[config.mk]
export PLATFORM = sky130hd
export DESIGN_NAME = spc_port
export DESIGN_NICKNAME = d
export VERILOG_FILES = /design/src/verilog/spc_pkg.sv /design/src/verilog/spc_port.sv
export SDC_FILE = /design/constraint.sdc
export NUM_CORES = 1
export LEC_CHECK = 0
export ABC_AREA = 1
export BUFFER_PORTS_ARGS = -buffer_cell sky130_fd_sc_hd__buf_2
export CAP_MARGIN = 5
export CORE_UTILIZATION = 55
export CTS_CLUSTER_DIAMETER = 120
export DETAILED_ROUTE_END_ITERATION = 10
export PLACE_DENSITY = 0.9
export REMOVE_ABC_BUFFERS = 1
export SLEW_MARGIN = 20
export SYNTH_ARGS = -nofsm -noshare
export SYNTH_HDL_FRONTEND = slang
export SYNTH_SLANG_ARGS = --single-unit
[constraint.sdc]
create_clock -name core_clk_i -period 4.35 [get_ports core_clk_i]
set_input_delay 0.2175 -clock core_clk_i [delete_from_list [all_inputs] [get_ports core_clk_i]]
set_output_delay 0.2175 -clock core_clk_i [all_outputs]
set_load 0.01 [all_outputs]
[src/verilog/spc_pkg.sv]
// What this block does
// [RQ1] five identical secondary clocks, up to 33 MHz
// [RQ2] secondary clocks stop with primary clock
// [RQ3] feedback clock input aligns internal timing
// [RQ4] reset held from power-up until dock release
// [RQ5] reset asserts at once, releases on clock
// [RQ6] parity is even over address/data and command
// [RQ7] command in address phase, byte enables after
// [RQ8] subtractive claim; configuration claimed at medium timing
// [RQ9] four requests, at most one grant
// [RQ10] parity-error line sampled as input
// [RQ11] system-error line sampled as input
// [RQ12] shared clock-run line keeps clocks running
// [RQ13] route flag tells ISA bridge transaction path
// [RQ14] presence strap high means ISA bridge fitted
// [RQ15] primary system error pulses one clock
// [RQ16] dock machine steps on slow clock
// [RQ17] rotating priority prevents grant starvation
`default_nettype none
package spc_pkg;
    // -----------------------------------------------------------------
    // sizes and timing
    // -----------------------------------------------------------------
    localparam int SPC_NUM_CLOCKS = 5;
    localparam int SPC_NUM_MASTERS = 4;
    localparam int SPC_PRI_CLK_MAX_MHZ = 33;
    localparam logic [2:0] SPC_DOCK_HOLD_TICKS = 3'h4;
    // claim points, counted in secondary edges after the address phase
    localparam logic [2:0] SPC_DECODE_MEDIUM = 3'h2;
    localparam logic [2:0] SPC_DECODE_SUBTRACTIVE = 3'h4;
    // configuration commands
    localparam logic [3:0] SPC_CMD_CFG_READ = 4'hA;
    localparam logic [3:0] SPC_CMD_CFG_WRITE = 4'hB;
    // reset values
    localparam logic [3:0] SPC_GNT_IDLE_N = 4'hF;
    localparam logic [1:0] SPC_RR_RESET = 2'h3;

    typedef enum logic [1:0] {SPC_DOCK_HOLD, SPC_DOCK_COUNT, SPC_DOCK_RUN} spc_dock_t;
    typedef enum logic [1:0] {SPC_DEC_IDLE, SPC_DEC_WAIT, SPC_DEC_CLAIM, SPC_DEC_OTHER} spc_dec_t;

    // even parity bit: makes the 37-bit total carry an even count of ones
    function automatic logic spc_even_parity(input logic [31:0] ad, input logic [3:0] cbe);
        return ^{ad, cbe};
    endfunction : spc_even_parity
endpackage : spc_pkg
`default_nettype wire

[src/verilog/spc_port.sv]
`timescale 1ns/10ps
`default_nettype none
module spc_port (
    // clock and reset
    input wire logic core_clk_i,
    input wire logic rst_i,
    // clocks
    input wire logic pri_clock_i,
    input wire logic sec_clock_feedback_i,
    input wire logic dock_slow_clock_i,
    output logic [4:0] sec_clock_out_o,
    // docking control
    input wire logic dock_release_i,
    output logic sec_reset_n_o,
    // forwarded address/data drive
    input wire logic [31:0] fwd_ad_i,
    input wire logic [3:0] fwd_cmd_byte_en_n_i,
    input wire logic fwd_drive_i,
    output logic [31:0] sec_ad_o,
    output logic sec_ad_oe_o,
    output logic [3:0] sec_cmd_byte_en_n_o,
    output logic sec_cmd_byte_en_oe_o,
    output logic sec_parity_o,
    output logic sec_parity_oe_o,
    // secondary bus observation
    input wire logic sec_frame_n_i,
    input wire logic sec_irdy_n_i,
    input wire logic [3:0] sec_cmd_byte_en_n_i,
    input wire logic sec_dev_select_n_i,
    output logic sec_dev_select_n_o,
    output logic sec_dev_select_oe_o,
    // arbitration
    input wire logic [3:0] sec_req_n_i,
    output logic [3:0] sec_gnt_n_o,
    // errors
    input wire logic sec_parity_error_n_i,
    input wire logic sec_system_error_n_i,
    output logic pri_system_error_n_o,
    output logic pri_system_error_oe_o,
    // clock run
    input wire logic sec_clock_run_n_i,
    output logic sec_clock_run_n_o,
    output logic sec_clock_run_oe_o,
    output logic sec_clocks_may_stop_o,
    // isa bridge sideband
    input wire logic isa_bridge_present_i,
    output logic isa_bridge_route_flag_o
);
    // -----------------------------------------------------------------
    // state
    // -----------------------------------------------------------------
    typedef struct packed {
        logic [4:0] clk_out;
        logic fb_prev;
        logic dock_prev;
        spc_pkg::spc_dock_t dock;
        logic [2:0] ticks;
        logic rst_n;
        logic [31:0] ad;
        logic ad_oe;
        logic [3:0] cbe;
        logic par;
        logic par_oe;
        logic frame_prev;
        spc_pkg::spc_dec_t dec;
        logic [2:0] dec_cnt;
        logic cfg;
        logic devsel_oe;
        logic route;
        logic [3:0] gnt_n;
        logic [1:0] rr_last;
        logic perr_prev;
        logic serr_prev;
        logic serr_oe;
        logic clkrun_oe;
        logic may_stop;
    } spc_state_t;

    localparam spc_state_t SPC_RESET_STATE = '{
        clk_out: 5'h00, fb_prev: 1'b0, dock_prev: 1'b0, dock: spc_pkg::SPC_DOCK_HOLD,
        ticks: 3'h0, rst_n: 1'b0, ad: 32'h0000_0000, ad_oe: 1'b0, cbe: 4'hF,
        par: 1'b0, par_oe: 1'b0, frame_prev: 1'b1, dec: spc_pkg::SPC_DEC_IDLE,
        dec_cnt: 3'h0, cfg: 1'b0, devsel_oe: 1'b0, route: 1'b0,
        gnt_n: spc_pkg::SPC_GNT_IDLE_N, rr_last: spc_pkg::SPC_RR_RESET,
        perr_prev: 1'b1, serr_prev: 1'b1, serr_oe: 1'b0, clkrun_oe: 1'b1,
        may_stop: 1'b0};

    spc_state_t st, next_st;
    logic sec_edge, dock_edge, bus_idle, err_event;

    // -----------------------------------------------------------------
    // next-state logic
    // -----------------------------------------------------------------
    always_comb begin
        logic found;
        logic [1:0] idx, pick;
        found = 1'b0;
        idx = 2'h0;
        pick = st.rr_last;
        next_st = st;
        sec_edge = sec_clock_feedback_i & ~st.fb_prev; // RQ3
        dock_edge = dock_slow_clock_i & ~st.dock_prev; // RQ16
        bus_idle = sec_frame_n_i & sec_irdy_n_i;
        err_event = (~sec_parity_error_n_i & st.perr_prev) | (~sec_system_error_n_i & st.serr_prev);
        next_st.fb_prev = sec_clock_feedback_i;
        next_st.dock_prev = dock_slow_clock_i;
        // image of the primary clock on every output, so a stopped primary stops them all
        next_st.clk_out = {5{pri_clock_i}}; // RQ1 RQ2

        // dock machine: release only after a stable request over several slow ticks
        if (dock_edge) begin
            unique case (st.dock)
                spc_pkg::SPC_DOCK_HOLD: begin
                    next_st.ticks = 3'h0;
                    if (dock_release_i) begin
                        next_st.dock = spc_pkg::SPC_DOCK_COUNT;
                    end
                end
                spc_pkg::SPC_DOCK_COUNT: begin
                    next_st.ticks = st.ticks + 3'h1;
                    if (!dock_release_i) begin
                        next_st.dock = spc_pkg::SPC_DOCK_HOLD;
                    end else if (st.ticks == spc_pkg::SPC_DOCK_HOLD_TICKS - 3'h1) begin
                        next_st.dock = spc_pkg::SPC_DOCK_RUN;
                    end
                end
                spc_pkg::SPC_DOCK_RUN: begin
                    if (!dock_release_i) begin
                        next_st.dock = spc_pkg::SPC_DOCK_HOLD;
                    end
                end
                default: next_st.dock = spc_pkg::SPC_DOCK_HOLD;
            endcase
        end
        // reset asserts at once outside run, releases only on a secondary edge
        if (next_st.dock != spc_pkg::SPC_DOCK_RUN) begin
            next_st.rst_n = 1'b0; // RQ4
        end else if (sec_edge) begin
            next_st.rst_n = 1'b1; // RQ5
        end

        if (sec_edge) begin
            // forwarded drive; parity follows one clock behind its data
            next_st.ad = fwd_ad_i;
            next_st.cbe = fwd_cmd_byte_en_n_i; // RQ7
            next_st.ad_oe = fwd_drive_i & st.rst_n;
            next_st.par = spc_pkg::spc_even_parity(st.ad, st.cbe); // RQ6
            next_st.par_oe = st.ad_oe;
            next_st.frame_prev = sec_frame_n_i;

            // decode: others get fast..slow, we take what is left; configuration we claim at medium
            unique case (st.dec)
                spc_pkg::SPC_DEC_IDLE: begin
                    if (!sec_frame_n_i && st.frame_prev) begin
                        next_st.dec = spc_pkg::SPC_DEC_WAIT;
                        next_st.dec_cnt = 3'h0;
                        next_st.cfg = (sec_cmd_byte_en_n_i == spc_pkg::SPC_CMD_CFG_READ) ||
                                      (sec_cmd_byte_en_n_i == spc_pkg::SPC_CMD_CFG_WRITE);
                    end
                end
                spc_pkg::SPC_DEC_WAIT: begin
                    next_st.dec_cnt = st.dec_cnt + 3'h1;
                    if (!sec_dev_select_n_i) begin
                        next_st.dec = spc_pkg::SPC_DEC_OTHER;
                    end else if (st.dec_cnt + 3'h1 == (st.cfg ? spc_pkg::SPC_DECODE_MEDIUM
                                                    : spc_pkg::SPC_DECODE_SUBTRACTIVE)) begin
                        next_st.dec = spc_pkg::SPC_DEC_CLAIM; // RQ8
                        next_st.devsel_oe = 1'b1;
                        // claimed downstream traffic goes to the isa bridge only if fitted
                        next_st.route = ~st.cfg & isa_bridge_present_i; // RQ13 RQ14
                    end
                end
                spc_pkg::SPC_DEC_CLAIM, spc_pkg::SPC_DEC_OTHER: begin
                    if (bus_idle) begin
                        next_st.dec = spc_pkg::SPC_DEC_IDLE;
                        next_st.devsel_oe = 1'b0;
                        next_st.route = 1'b0;
                    end
                end
            endcase

            // arbitration between transactions, searching from the one after the last winner onward
            if (bus_idle) begin
                for (int i = 1; i <= 4; i++) begin
                    idx = st.rr_last + 2'(i);
                    if (!found && !sec_req_n_i[idx]) begin
                        found = 1'b1;
                        pick = idx;
                    end
                end
                next_st.gnt_n = spc_pkg::SPC_GNT_IDLE_N; // RQ9
                if (found && st.rst_n) begin
                    next_st.gnt_n[pick] = 1'b0;
                    next_st.rr_last = pick; // RQ17
                end
            end

            // error lines sampled; a fresh assertion gives one primary-clock pulse
            next_st.perr_prev = sec_parity_error_n_i; // RQ10
            next_st.serr_prev = sec_system_error_n_i; // RQ11
            next_st.serr_oe = err_event; // RQ15
        end
        // keep clocks running while anything is pending on the secondary side
        next_st.clkrun_oe = (next_st.dec != spc_pkg::SPC_DEC_IDLE) | ~(&sec_req_n_i) |
                            ~next_st.rst_n | next_st.serr_oe; // RQ12
        next_st.may_stop = sec_clock_run_n_i & ~next_st.clkrun_oe;
    end
    // state register
    always_ff @(posedge core_clk_i or posedge rst_i) begin
        if (rst_i) begin
            st <= SPC_RESET_STATE;
        end else begin
            st <= next_st;
        end
    end

    // -----------------------------------------------------------------
    // outputs
    // -----------------------------------------------------------------
    assign sec_clock_out_o = st.clk_out;
    assign sec_reset_n_o = st.rst_n;
    assign sec_ad_o = st.ad;
    assign sec_ad_oe_o = st.ad_oe;
    assign sec_cmd_byte_en_n_o = st.cbe;
    assign sec_cmd_byte_en_oe_o = st.ad_oe;
    assign sec_parity_o = st.par;
    assign sec_parity_oe_o = st.par_oe;
    assign sec_dev_select_n_o = ~st.devsel_oe;
    assign sec_dev_select_oe_o = st.devsel_oe;
    assign sec_gnt_n_o = st.gnt_n;
    assign pri_system_error_n_o = ~st.serr_oe;
    assign pri_system_error_oe_o = st.serr_oe;
    assign sec_clock_run_n_o = ~st.clkrun_oe;
    assign sec_clock_run_oe_o = st.clkrun_oe;
    assign sec_clocks_may_stop_o = st.may_stop;
    assign isa_bridge_route_flag_o = st.route;
endmodule : spc_port
`default_nettype wire

==> metrics <==
hpwl dp=6.45 mm; FFs w/ async S/R, synth=1.00; Overflow after GRT=0; Setup crit start kind=primary input; Detailed Route WL=8.63 mm; required time of the critical path=4630 ps; power share of the sequential group=0.429; final worst path period share=0.541; pin count of the biggest net entering global routing=69; clock share of power=0.272; WP data arrival=2640 ps; DR pass1 iterations=4; wire length of the first global-routing pass=14.3 mm; Slew HR=0.432; Synth-to-Final Area Change=13.2%; Root Buffer=clkbuf_8; total clock sinks=68; row cnt=31; critical path class=in -> reg; FMAX=0.425 GHz; Core Util, Final=0.639; Slew Viols, Final=0; Finished Layout Cells=753; #FFs+latches synth=68; Hold Fails Final Rpt=0; Core Area=7210 um2; clock latency on the worst-skew pair=350 ps; Vias/cell=4.83; Comb pwr share=0.299; fillers=647; status=finished, final reports clean; initial antenna violation count=0; Switching Fraction=0.359; die width=88.1 um; pwr dens=409 nW/um2; Worst setup EP type=flip-flop; CTS H-tree lvls=3; Synth cell types=32; syn avg cell area=7.08 um2; CTS tree=done; maximum vdd drop=0.232 mV; number of buffers created by CTS=9; drt drc=0; Net count, final=710; top-level I/O count=116; Routed Antenna Nets=0; vias in the first global route=3472; clk_skew=9.62 ps; number of buffers inserted by port buffering=114; Min-Delay Path Class=in -> reg; # hold bufs at CTS=3; Post-Synthesis Cell Area=4070 um2; FF-to-FF Start=st[66]; total negative slack=0 ps; sequential area share after synthesis=0.422; final number of setup-violating endpoints=0; DP Cell Count=734; Die H=88.1 um; Worst Tran Pin Value=852 ps; DR vias=3634; ys flop type=dfrtp_1; Hold Path Origin=fwd_cmd_byte_en_n_i[2]; RSZ-0062 raised after global routing=false; switching power=0.000677 W; # diodes=0; Tot Pwr=0.00188 W; Initial DRC Count=149; critical path peak fanout=28; post-CTS setup buffers=0; die area=7750 um2; RePlAce Congestion=0.847; Clk pin slew, worst setup/hold paths=80 ps; P_int=0.00121 W; Post-synth EDFFs=0; Syn Inst Count=575; worst-case clock buffer depth=2; post-CTS sizing=0; worst setup path startpoint=sec_clock_feedback_i; layout cell share with drive strength beyond 1=0.252; Final min period=2360 ps; max cap viols=0; Starting Density=0.565; wire length per cell=11.5 um; P_leak=2.65 nW; GRT Total Usage=0.238; YS warnings=0
final timing paths:
path                                           to  slack, ps  cells after the start
min                        sec_cmd_byte_en_n_o[2]         60                      3
max in group asynchronous                  st[64]       3680                      3
max reg2reg                 sec_clocks_may_stop_o       2120                      9
max                         sec_clocks_may_stop_o       1990                     12
min reg2reg                sec_cmd_byte_en_n_o[1]        500                      2
min in group asynchronous            sec_ad_o[20]        120                      3
cells in the mapped netlist, types with 3 or more instances:
library cell | number | area share
buf_4 | 46 | 0.085
nand2_1 | 258 | 0.24
xnor2_1 | 3 | 0.0065
a21oi_1 | 4 | 0.0049
ha_1 | 3 | 0.0092
o21ai_0 | 40 | 0.049
nand3_1 | 11 | 0.014
buf_1 | 4 | 0.0037
o21ai_1 | 7 | 0.0086
nor2_1 | 27 | 0.025
o211ai_1 | 3 | 0.0055
clkbuf_1 | 4 | 0.0037
dfstp_2 | 14 | 0.090
o21ai_2 | 6 | 0.013
dfrtp_1 | 54 | 0.33
xor2_1 | 4 | 0.0086
inv_2 | 5 | 0.0046
inv_1 | 62 | 0.057
nand4_1 | 5 | 0.0077
final cells by class:
cell class / count / area (um2) / area share
flip-flops and latches: 68 / 1720 / 0.373
multi-input cells: 384 / 1710 / 0.371
clock buffers: 9 / 124 / 0.0269
clock inverters: 7 / 67.6 / 0.0147
inverters: 67 / 251 / 0.0545
well taps: 99 / 124 / 0.0269
repair buffers: 119 / 616 / 0.133
metrics by stage:
stage               hold WS, ps  worst slack (ps)  instance area, um2
floorplan                   249              2080                3680
global placement            327              2290                4390
detailed placement          327              2140                4390
CTS                        46.2              1990                4610
global route               55.0              1740                4610
finish                     55.2              1990                4610
cells in the final DEF, fill, tap and decap left out, types with 3 or more instances in the layout:
master,n
xnor2_1,3
nand2_1,258
nor2_1,27
o211ai_1,3
dfstp_2,14
o21ai_1,7
nand3_1,11
dfrtp_1,54
clkinv_2,4
xor2_1,4
o21ai_0,40
inv_1,61
clkbuf_8,9
nand4_1,5
o21ai_2,6
buf_2,114
dlygate4sd3_1,3
a21oi_1,4
ha_1,3
inv_2,6
power groups by stage:
stage	combinational [W]	clock (W)	sequential, W
6_report	0.000564	0.000512	0.000809
5_1_grt	0.000656	0.000547	0.000824
4_1_cts	0.000567	0.000523	0.000808
3_5_place_dp	0.000563	0	0.000817
3_3_place_gp	0.000533	0	0.000811
2_1_floorplan	0.000360	0	0.000835
cell families after synthesis:
| kind of cell | Yosys count | synth area share |
|---|---|---|
| AND/OR/NAND/NOR | 309 | 0.304 |
| buffers and inverters | 123 | 0.158 |
| AO/OA/AOI/OAI | 64 | 0.0882 |
| XOR/XNOR | 8 | 0.0190 |
| adder cells (fa/ha/maj) | 3 | 0.00922 |
| flip-flops | 68 | 0.422 |
flip-flops by register name, summed over array words and instances, names as in the netlist:
signal	count
sec_dev_select_oe_o	1
isa_bridge_route_flag_o	1
sec_ad_o	32
sec_parity_o	1
sec_cmd_byte_en_n_o	4
sec_reset_n_o	1
sec_parity_oe_o	1
sec_clock_out_o	1
sec_gnt_n_o	4
sec_clocks_may_stop_o	1
sec_clock_run_oe_o	1
st	18
pri_system_error_oe_o	1
sec_ad_oe_o	1
worst max-delay path, cell delays in order:
cell           delay, ps
dlygate4sd3_1        520
buf_2                110
inv_1                 60
nor2_4               470
inv_2                320
nor2_4               230
a21oi_1               90
nor2_1               170
a22oi_1              110
nor2_1               100
nand3_1               90
nor2_1               120
metal layers:
metal | share of wire | routed length [um] | vias to the layer above | GRT usage
li1 | - | - | 1864 | -
met2 | 0.50 | 4350 | 111 | 0.426
met3 | 0.062 | 535 | 21 | 0.0613
met1 | 0.41 | 3520 | 1638 | 0.262
met5 | 0 | 0 | - | 0
met4 | 0.025 | 219 | 0 | 0.119
Note: power is estimated with default switching activity, not from simulation.
